==> config.mk <==
export PLATFORM = sky130hd
export DESIGN_NAME = jis_top
export DESIGN_NICKNAME = d
export VERILOG_FILES = /design/src/logic/jis_sel_decode.v /design/src/logic/jis_top.v
export VERILOG_INCLUDE_DIRS = /design/src /design/src/logic
export SDC_FILE = /design/constraint.sdc
export NUM_CORES = 1
export LEC_CHECK = 0
export ABC_AREA = 1
export BUFFER_PORTS_ARGS = -buffer_cell sky130_fd_sc_hd__buf_4
export CAP_MARGIN = 20
export CELL_PAD_IN_SITES_DETAIL_PLACEMENT = 1
export CELL_PAD_IN_SITES_GLOBAL_PLACEMENT = 1
export CORE_MARGIN = 2
export CORE_UTILIZATION = 34
export CTS_CLUSTER_DIAMETER = 120
export DETAILED_ROUTE_END_ITERATION = 7
export PLACE_DENSITY_LB_ADDON = 0.12
export REMOVE_ABC_BUFFERS = 1
export SLEW_MARGIN = 40
export SYNTH_ARGS = -nofsm -noshare
export SYNTH_HDL_FRONTEND = slang
export SYNTH_SLANG_ARGS = --single-unit
==> constraint.sdc <==
create_clock -name ref_clk -period 4.6 [get_ports ref_clk]
set_clock_uncertainty 0.05 [all_clocks]
set_input_delay 0.23 -clock ref_clk [delete_from_list [all_inputs] [get_ports ref_clk]]
set_output_delay 0.23 -clock ref_clk [all_outputs]
set_load 0.01 [all_outputs]
==> src/logic/jis_regs.vh <==
// register offsets, field positions and reset values for jog selection
`ifndef JIS_REGS_VH
`define JIS_REGS_VH
// interface byte offsets
`define JIS_SEL_REQ_OFS      8'h05
`define JIS_MOTION_STAT_OFS  8'h40
`define JIS_ACTIVE_SEL_OFS   8'h41
// request / active selection bit positions
`define JIS_BIT_SINGLE       0
`define JIS_BIT_TENS         1
`define JIS_BIT_HUNDREDS     2
`define JIS_BIT_THOUSANDS    3
`define JIS_BIT_TEN_THOUS    4
`define JIS_BIT_VARIABLE     5
`define JIS_BIT_CONTINUOUS   6
// motion status bit positions
`define JIS_BIT_CMD_PLUS     7
`define JIS_BIT_CMD_MINUS    6
`define JIS_BIT_REQ_PLUS     5
`define JIS_BIT_REQ_MINUS    4
`define JIS_HW_LSB           0
`define JIS_HW_MSB           2
// reset values
`define JIS_STAT_RESET       8'h00
`define JIS_SEL_RESET        7'h00
`endif

==> src/logic/jis_sel_decode.v <==
// selection decode: conflict check and increment size lookup
`include "jis_regs.vh"
module jis_sel_decode #(
  parameter W      = 24,
  parameter SIZE_1 = 24'h000001,
  parameter SIZE_2 = 24'h00000a,
  parameter SIZE_3 = 24'h000064,
  parameter SIZE_4 = 24'h0003e8,
  parameter SIZE_5 = 24'h002710
) (
  // request side
  input  wire [6:0]   req_bits,
  input  wire [W-1:0] var_size,
  // decoded side
  output wire [6:0]   active_sel,
  output reg  [W-1:0] step_size
);
  // more than one bit set when clearing the lowest one leaves any
  wire [6:0] lowest_cleared = req_bits & (req_bits - 7'h01);
  wire       conflict       = |lowest_cleared;

  // conflicting request activates nothing
  assign active_sel = conflict ? `JIS_SEL_RESET : req_bits;

  //////////////////////////////////////////////////////////////////////
  // size lookup from the fixed table or the variable setting
  always @* begin
    step_size = {W{1'b0}};
    if (active_sel[`JIS_BIT_SINGLE]) begin
      step_size = SIZE_1;
    end else if (active_sel[`JIS_BIT_TENS]) begin
      step_size = SIZE_2;
    end else if (active_sel[`JIS_BIT_HUNDREDS]) begin
      step_size = SIZE_3;
    end else if (active_sel[`JIS_BIT_THOUSANDS]) begin
      step_size = SIZE_4;
    end else if (active_sel[`JIS_BIT_TEN_THOUS]) begin
      step_size = SIZE_5;
    end else if (active_sel[`JIS_BIT_VARIABLE]) begin
      step_size = var_size;
    end
  end
endmodule

==> src/logic/jis_top.v <==
// per-axis jog increment selection and increment traverse engine
//
// Functional notes
// - bits 0-5 pick increment per key/detent
// - fixed sizes from table, variable from setting
// - several selection bits set: no function
// - selection dropped or switched aborts increment
// - bit 6 alone selects continuous jogging
// - active selection reported one bit each
// - held-key increment pauses and resumes
// - second rising edge cancels latched increment
// - both keys together stop all motion
`include "jis_regs.vh"
module jis_top #(
  parameter W      = 24,
  parameter SIZE_1 = 24'h000001,
  parameter SIZE_2 = 24'h00000a,
  parameter SIZE_3 = 24'h000064,
  parameter SIZE_4 = 24'h0003e8,
  parameter SIZE_5 = 24'h002710
) (
  // clock and reset
  input  wire         ref_clk,
  input  wire         rst_n,
  // controller request byte and setting
  input  wire [7:0]   jog_selection_request,
  input  wire [W-1:0] variable_increment_setting,
  // operating state
  input  wire         manual_mode,
  input  wire         key_latch_mode,
  input  wire         handwheel_fine_offset,
  // traverse keys and handwheel
  input  wire         traverse_plus,
  input  wire         traverse_minus,
  input  wire [2:0]   handwheel_assigned,
  input  wire         handwheel_detent,
  input  wire         handwheel_dir_plus,
  // status bytes
  output reg  [7:0]   axis_motion_status,
  output reg  [7:0]   active_jog_selection,
  // motion drive
  output reg          move_step,
  output reg          move_dir_plus
);
  //////////////////////////////////////////////////////////////////////
  // reset release through two flops
  // entry stays asynchronous, exit lines up with the clock
  reg rst_meta_reg;
  reg rst_sync_reg;
  always @(posedge ref_clk or negedge rst_n) begin
    if (!rst_n) begin
      rst_meta_reg <= 1'b0;
      rst_sync_reg <= 1'b0;
    end else begin
      rst_meta_reg <= 1'b1;
      rst_sync_reg <= rst_meta_reg;
    end
  end
  wire rst_ok_n = rst_sync_reg;

  //////////////////////////////////////////////////////////////////////
  // selection decode
  // a conflicting request decodes to all zero, so everything below
  // sees it exactly like an empty request
  wire [6:0]   sel;         // conflict-free selection
  wire [W-1:0] inc_size;    // size for current selection
  jis_sel_decode #(
    .W      (W),
    .SIZE_1 (SIZE_1),
    .SIZE_2 (SIZE_2),
    .SIZE_3 (SIZE_3),
    .SIZE_4 (SIZE_4),
    .SIZE_5 (SIZE_5)
  ) u_dec (
    .req_bits   (jog_selection_request[6:0]),
    .var_size   (variable_increment_setting),
    .active_sel (sel),
    .step_size  (inc_size)
  );

  //////////////////////////////////////////////////////////////////////
  // engine state
  reg  [6:0]   sel_prev_reg;   // selection seen last cycle
  reg          plus_d_reg;     // key history for edges
  reg          minus_d_reg;
  reg          run_reg;        // increment or continuous jog active
  reg          dir_reg;        // 1 = plus
  reg          hw_reg;         // increment started by handwheel
  reg  [W-1:0] remain_reg;     // units left in increment
  reg          run_next;
  reg          dir_next;
  reg          hw_next;
  reg  [W-1:0] remain_next;
  reg          moving;         // one unit moved this cycle

  // selection class of the decoded request
  wire inc_sel    = |sel[`JIS_BIT_VARIABLE:`JIS_BIT_SINGLE];
  wire cont_sel   = sel[`JIS_BIT_CONTINUOUS];
  wire sel_change = (sel != sel_prev_reg);
  // rising edges against last cycle's key levels
  wire both_keys  = traverse_plus & traverse_minus;
  wire rise_plus  = traverse_plus & ~plus_d_reg;
  wire rise_minus = traverse_minus & ~minus_d_reg;
  wire rise_any   = (rise_plus ^ rise_minus) & ~both_keys;
  wire rise_same  = dir_reg ? rise_plus : rise_minus;
  wire key_same   = dir_reg ? traverse_plus : traverse_minus;
  // handwheel increments also valid outside manual with fine offset
  wire hw_allowed = manual_mode | handwheel_fine_offset;
  // single keys only act in manual traverse mode; outside it only a
  // handwheel increment under fine offset may start or carry on
  wire key_lost   = ~manual_mode &
                    (~handwheel_fine_offset | cont_sel | (run_reg & ~hw_reg));
  // any abort source empties the increment in the same cycle
  wire abort      = sel_change | both_keys | key_lost;

  //////////////////////////////////////////////////////////////////////
  // next-state of the traverse engine
  always @* begin
    run_next    = run_reg;
    dir_next    = dir_reg;
    hw_next     = hw_reg;
    remain_next = remain_reg;
    moving      = 1'b0;
    // abort first, then increment, continuous, and none
    if (abort) begin
      // selection change, both keys or loss of key mode kill motion at once
      run_next    = 1'b0;
      hw_next     = 1'b0;
      remain_next = {W{1'b0}};
    end else if (inc_sel) begin
      if (run_reg) begin
        if (key_latch_mode && !hw_reg && rise_same) begin
          // second edge cancels, increment left unfinished
          run_next    = 1'b0;
          remain_next = {W{1'b0}};
        end else if (key_latch_mode || hw_reg || key_same) begin
          // latched or handwheel increment runs on; otherwise the held key gates motion, pause without it
          moving      = 1'b1;
          remain_next = remain_reg - {{(W-1){1'b0}}, 1'b1};
          if (remain_reg == {{(W-1){1'b0}}, 1'b1}) begin
            run_next = 1'b0;
            hw_next  = 1'b0;
          end
        end
      end else if (manual_mode && rise_any) begin
        // key edge loads a fresh increment
        run_next    = (inc_size != {W{1'b0}});
        dir_next    = rise_plus;
        hw_next     = 1'b0;
        remain_next = inc_size;
      end else if (hw_allowed && handwheel_detent) begin
        // one detent moves one increment
        run_next    = (inc_size != {W{1'b0}});
        dir_next    = handwheel_dir_plus;
        hw_next     = 1'b1;
        remain_next = inc_size;
      end
    end else if (cont_sel) begin
      remain_next = {W{1'b0}};
      hw_next     = 1'b0;
      if (key_latch_mode) begin
        // latched: first edge starts, next same edge stops
        if (run_reg && rise_same) begin
          run_next = 1'b0;
        end else if (!run_reg && rise_any) begin
          run_next = 1'b1;
          dir_next = rise_plus;
        end
        moving = run_reg;
      end else begin
        // jog: move only while a key is held
        run_next = traverse_plus ^ traverse_minus;
        dir_next = traverse_plus;
        moving   = traverse_plus ^ traverse_minus;
      end
    end else begin
      // nothing selected: no motion at all
      run_next    = 1'b0;
      hw_next     = 1'b0;
      remain_next = {W{1'b0}};
    end
  end

  //////////////////////////////////////////////////////////////////////
  // state and output registers
  always @(posedge ref_clk or negedge rst_ok_n) begin
    if (!rst_ok_n) begin
      sel_prev_reg         <= `JIS_SEL_RESET;
      plus_d_reg           <= 1'b0;
      minus_d_reg          <= 1'b0;
      run_reg              <= 1'b0;
      dir_reg              <= 1'b0;
      hw_reg               <= 1'b0;
      remain_reg           <= {W{1'b0}};
      move_step            <= 1'b0;
      move_dir_plus        <= 1'b0;
      axis_motion_status   <= `JIS_STAT_RESET;
      active_jog_selection <= `JIS_STAT_RESET;
    end else begin
      // history for change and edge detection
      sel_prev_reg  <= sel;
      plus_d_reg    <= traverse_plus;
      minus_d_reg   <= traverse_minus;
      // traverse engine state
      run_reg       <= run_next;
      dir_reg       <= dir_next;
      hw_reg        <= hw_next;
      remain_reg    <= remain_next;
      move_step     <= moving;
      // direction follows the next state so it never lags the step
      move_dir_plus <= dir_next;
      // one status bit per active option, zero when none
      active_jog_selection <= {1'b0, sel};
      // motion command, traverse request, handwheel assignment
      axis_motion_status <= {moving & dir_next,
                             moving & ~dir_next,
                             run_next & dir_next,
                             run_next & ~dir_next,
                             1'b0,
                             handwheel_assigned};
    end
  end
endmodule

* After elaboration in Yosys (flattened, before gate mapping)
Index checks and enable logic that the tools add are counted.
** Storage, ports and cells
- Flip-flop bits (word level) :: 46
- Bits of input ports :: 44
** Operators by class
- Add/subtract/negate cells :: 2
- Equal/unequal tests :: 7
- Mux-type cells :: 52
- Bitwise operators :: 25
- Reduce and logical (&&, ||, !) cells :: 15
** Operators with widths (number)
- $mux 24 :: 13
- $mux 1 :: 38
- $eq 24x1->1 const B :: 1
- $reduce_bool 24->1 :: 1
- $sub 24x1->24 const B :: 1
- $and 1x1->1 :: 10
- $ne 5x2->1 const B :: 2
- $ne 4x2->1 const B :: 2
- $and 7x7->7 :: 1
- $mux 7 :: 1
- $ne 7x7->1 :: 1
- $not 1->1 :: 7
- $reduce_or 7->1 :: 1
- $sub 7x1->7 const B :: 1
- $logic_and 1x1->1 :: 6
- $reduce_or 6->1 :: 1
- $or 1x1->1 :: 5
- $ne 4x4->1 const B :: 1
- $reduce_and 4->1 :: 1
- $logic_not 1->1 :: 2
- $logic_or 1x1->1 :: 2
- $reduce_and 2->1 :: 1
- $xor 1x1->1 :: 2

* Longest topological paths before layout
- Depth in word-level cells :: 17
- Depth in mapped cells :: 17
- Gate-level depth less buffers :: 16

* Hierarchy
A second synthesis with hierarchy kept.
** Unflattened totals
- Cell total of the unflattened synthesis :: 539
- Area total of the unflattened synthesis :: 3633.5 um^2
** By module, submodules not included
- jis_top :: instances 1, cells an instance 454, area each 3079.2 um^2
- jis_sel_decode :: instances 1, cells an instance 85, area each 554.3 um^2

* Worst setup path before layout
No wires, ideal clock.
- Path type :: reg2reg
- Start :: register remain_reg[0]
- End :: register remain_reg[10]
- Library setup time :: 116 ps
- Data arrival time :: 1772 ps
- Setup slack :: 2662 ps
- Cell stages (with the launch flop) :: 11
- Period minus slack after synthesis :: 1938 ps
- Cells stage by stage :: dfrtp_1 inv_1 ha_1 nand2_1 nor3_1 nand2_1 nor2_1 xor2_1 o22ai_1 nand2_1 nand2_1
** Between the ends
- Longest elaborated chain between the ends :: 6
** Ends and longest elaborated chain
- start, declared :: line jis_top.v:89 : reg [W-1:0] remain_reg;
- start signal, assigned :: line jis_top.v:194 : remain_reg <= {W{1'b0}};
- start signal, assigned :: line jis_top.v:208 : remain_reg <= remain_next;
- $sub 24x1->24 :: line jis_top.v:139 : remain_next = remain_reg - {{(W-1){1'b0}}, 1'b1};
- $mux 24 :: line jis_top.v:136 : end else if (key_latch_mode || hw_reg || key_same) begin
- $mux 24 :: line jis_top.v:132 : if (key_latch_mode && !hw_reg && rise_same) begin
- $mux 24 :: line jis_top.v:131 : if (run_reg) begin
- $mux 24 :: line jis_top.v:130 : end else if (inc_sel) begin
- $mux 24 :: line jis_top.v:125 : if (abort) begin
No other way between the ends. The select of a mux whose other input is x is not followed.
A chain may end at the register's enable or synchronous reset.

* Worst setup path after layout
- Start :: input jog_selection_request[1]
- End :: register axis_motion_status[4]
** Between the ends
- Longest elaborated chain between the ends :: 17
- Elaborated cells between the ends (all ways) :: 29
- Classes of those cells :: add/sub: 1; eq/ne: 1; mux: 16; bitwise: 8; reduce/logical: 3
** Ends and longest elaborated chain
- start, declared :: line jis_top.v:26 : input wire [7:0] jog_selection_request,
- $sub 7x1->7 :: line jis_sel_decode.v:19 : wire [6:0] lowest_cleared = req_bits & (req_bits - 7'h01);
- $and 7x7->7 :: line jis_sel_decode.v:19
- $reduce_or 7->1 :: line jis_sel_decode.v:20 : wire conflict = |lowest_cleared;
- $mux 7 (*) :: line jis_sel_decode.v:23 : assign active_sel = conflict ? `JIS_SEL_RESET : req_bits;
- $mux 24 :: line jis_sel_decode.v:39 : end else if (active_sel[`JIS_BIT_VARIABLE]) begin
- $mux 24 :: line jis_sel_decode.v:37 : end else if (active_sel[`JIS_BIT_TEN_THOUS]) begin
- $mux 24 :: line jis_sel_decode.v:35 : end else if (active_sel[`JIS_BIT_THOUSANDS]) begin
- $mux 24 :: line jis_sel_decode.v:33 : end else if (active_sel[`JIS_BIT_HUNDREDS]) begin
- $mux 24 :: line jis_sel_decode.v:31 : end else if (active_sel[`JIS_BIT_TENS]) begin
- $mux 24 :: line jis_sel_decode.v:29 : if (active_sel[`JIS_BIT_SINGLE]) begin
- $reduce_bool 24->1 :: line jis_top.v:147, jis_top.v:153
- $mux 1 :: line jis_top.v:151 : end else if (hw_allowed && handwheel_detent) begin
- $mux 1 :: line jis_top.v:145 : end else if (manual_mode && rise_any) begin
- $mux 1 :: line jis_top.v:131
- $mux 1 :: line jis_top.v:130
- $mux 1 :: line jis_top.v:125
- $and 1x1->1 (*) :: line jis_top.v:218 : run_next & ~dir_next,
- end signal, assigned :: line jis_top.v:197 : axis_motion_status <= `JIS_STAT_RESET;
- end signal, assigned :: line jis_top.v:215 : axis_motion_status <= {moving & dir_next,
- end, declared :: line jis_top.v:39 : output reg [7:0] axis_motion_status,
Every way passes the cells marked *; elsewhere a longest branch is shown, timed or not.

==> impl_summary.log <==
INFO  metric tns = 0 ns
INFO  metric netlist-cell-type-count = 34
INFO  metric nNetsFinal = 633
INFO  metric cts_tree = built
INFO  metric critPathRequiredTime = between 4 and 5 ns
INFO  metric yosys_warn_count = 0
INFO  metric layout.cells.most_common_list = 191 x sky130_fd_sc_hd__nand2_1, 64 x sky130_fd_sc_hd__inv_1, 63 x sky130_fd_sc_hd__nor2_1
INFO  metric fmax = 0.403 GHz
INFO  metric preCtsSetupSlack = 1.76 ns
INFO  metric floorplan.die_area = 11100 µm²
INFO  metric worst_slew_margin_rel = approximately 50%
INFO  metric crit_path_max_fanout = 15
INFO  metric gp_routability_congestion = 0.811
INFO  metric timing.critical_path.slowest_cell_delay = 0.62 ns
INFO  metric design.core.area = 9860 µm²
INFO  metric critPathLaunchType = primary input
INFO  metric largest_register_ffs = 24
INFO  metric diodes = 0
INFO  metric detailroute.via_count = 3476
INFO  metric ctsLongestPathBuffers = 2
INFO  metric leak_pwr = about 2.4 nW
INFO  metric synthesis.area = 3490 µm²
INFO  metric postSynth.topFlopCell = sky130_fd_sc_hd__dfrtp_1
INFO  metric std_cell_rows = 36
INFO  metric outcome = complete, no violations
INFO  metric hpwl = 8620 µm
INFO  metric post-cts-setup-buffer-count = 0
INFO  metric detailedRoute.firstPassIterationCount = 4
INFO  metric cp.buffers_inverters = 2
INFO  metric die_w = 105 µm
INFO  metric synthArstFlopShare = 100%
INFO  metric ys_seq_elements = 46
INFO  metric crit_path_cell_trace = buf_4 > nor2_4 > nor2_1 > nor2_2 > nand4_1 > inv_1 > nand2_1 > nand2_1 > nor2_1 > nand2_1 > nor2_1 > nand3_1 > nand2_1 > nor2_1
INFO  metric drc = 0
INFO  metric port_buffers = 58
INFO  metric post_layout_worst_setup_margin = 2.12 ns
INFO  metric critical_path.top_delay_family = simple AND/OR/NAND/NOR gates
INFO  metric syn_area_per_cell = 6.58 µm²
INFO  metric tightestPinTransition = 0.752 ns
INFO  metric grt.total_usage = 21.0%
INFO  metric slew_violations = 0
INFO  metric synthCells = 531
INFO  metric ctsHtreeMaxLevel = 2
INFO  metric rsz0062_at_grt = false
INFO  metric grt_total_ovfl = 0
INFO  metric source_to_sink_clock_delay_at_the_later_pin_of_the_worst_skew_pair = about 0.30 ns
INFO  metric post_drt_via_cell_ratio = approximately 4.8
INFO  metric worstPathArrival = 2.66 ns
INFO  metric synth_sequential_area_ratio = 33.0%
INFO  metric clk_pin_slew = 0.09 ns
INFO  metric setup_viol = 0
INFO  metric hold_violations = 0
INFO  metric worst_ir_drop_vdd = approximately 150 µV
INFO  metric final.hold.worst_slack = 0.0229 ns
INFO  metric ant_nets_after_route = 0
INFO  metric final_common_cell = sky130_fd_sc_hd__nand2_1
INFO  metric timing.setup.critical_path_class = primary input to flop
INFO  metric power_per_cell_area = approximately 230 nW/µm²
INFO  metric wl_per_cell = between 15 and 20 µm
INFO  metric report.power.total = 0.943 mW
INFO  metric initial_core_util = between 30% and 40%
INFO  metric min-delay-path-class = primary input to flop
INFO  metric drt_iter0_markers = approximately 140
INFO  metric clk_root_buffer_cell = sky130_fd_sc_hd__clkbuf_8
INFO  metric area_delta_synth_final = 19.0%
INFO  metric grt_antenna_before_repair = 0
INFO  metric cts.repair.resized = 0
INFO  metric drive_gt1_share = 16.7%
INFO  metric grt_pass1_vias = 3812
INFO  metric maximum_number_of_pins_on_one_net_before_global_route_repair = 45
INFO  metric ios = 62
INFO  metric synth_edf_count = 0
INFO  metric finalCriticalPeriod = 2.48 ns
INFO  metric wl = 11000 µm
INFO  metric clock_buffers_created_by_tritoncts = 5
INFO  metric grt_pass1_wl = between 15000 and 20000 µm
INFO  metric dieHeight = 105 µm
INFO  metric fin_crit_sh = 53.9%
INFO  metric finish.utilization = ~42%
INFO  metric critical_path.slowest_cell = sky130_fd_sc_hd__nand4_1
INFO  metric cts_sinks = 46
INFO  metric endpoint_kind = flop
INFO  metric drv_cap = 0
cells in the mapped netlist, drive strengths merged, types with 4 or more instances:
cell / instances / area [µm²]
a21oi: 6 / 30.0
buf: 11 / 87.6
clkbuf: 4 / 15.0
dfrtp: 46 / 1150
inv: 68 / 255
nand2: 201 / 800
nand3: 33 / 180
nand4: 10 / 62.6
nor2: 77 / 387
nor3: 5 / 25.0
nor4: 4 / 25.0
o21ai: 22 / 121
o22ai: 10 / 62.6
xnor2: 7 / 61.3
xor2: 12 / 105
worst paths after layout:
| check | endpoint | slack (ns) | from | depth (start not counted) |
|---|---|---|---|---|
| min in group asynchronous | rst_ok_n | 0.18 | rst_n | 2 |
| worst min-delay path | minus_d_reg | 0.02 | traverse_minus | 1 |
| worst max register to register | remain_reg[15] | 2.14 | run_reg | 8 |
| worst max-delay path | axis_motion_status[4] | 2.12 | jog_selection_request[1] | 14 |
| max in group asynchronous | sel_prev_reg[6] | 3.76 | rst_ok_n | 0 |
| worst min register to register | rst_ok_n | 0.31 | rst_meta_reg | 0 |
layer usage:
layer	global-route usage, %	up-vias	share of wire, %
met1	26.7	1653	46
met3	2.72	11	3.0
met5	0	-	0
met4	3.71	0	1.0
met2	38.0	50	50
li1	-	1762	-
area by class of cell:
type / instances / area, µm²
inverters: 68 / 255
clock buffers: 7 / 86.3
clock inverters: 1 / 30.0
well taps: 133 / 166
repair buffers: 62 / 475
multi-input cells: 403 / 1990
flip-flops and latches: 46 / 1150
fillers: 1336 / 5710
cells by family (layout without fill, tap and decap cells):
kind of cell    count (synthesis)  after routing  share of synthesized area, %
simple gates                  330            330                          42.4
flops                          46             46                          33.0
buf+inv                        83            138                          10.2
other cells                     2              3                         0.215
compound gates                 48             48                          8.38
xor+xnor                       19             19                          4.77
fa+ha+maj                       3              3                          1.07
metrics by stage:
| step | instances | instance area, µm² |
|---|---|---|
| after floorplan | 517 | 3390 |
| after global placement | 708 | 4000 |
| after detailed placement | 708 | 4000 |
| after CTS | 720 | 4160 |
| after global routing | 720 | 4160 |
| final | 720 | 4160 |
where the power goes:
group | leakage [nW] | total, mW | switching, mW | internal [mW]
Combinational | 1.69 | 0.188 | 0.115 | 0.0732
Sequential | 0.625 | 0.429 | 0.0166 | 0.413
Clock | 0.0585 | 0.326 | 0.148 | 0.178
repair_timing:
action                                  in CTS  in global routing
endpoints found under the setup margin       0                  0
hold buffers                                 4                  0
hold endpoints to repair                     5                  0
Power figures use the tool's default switching activity.
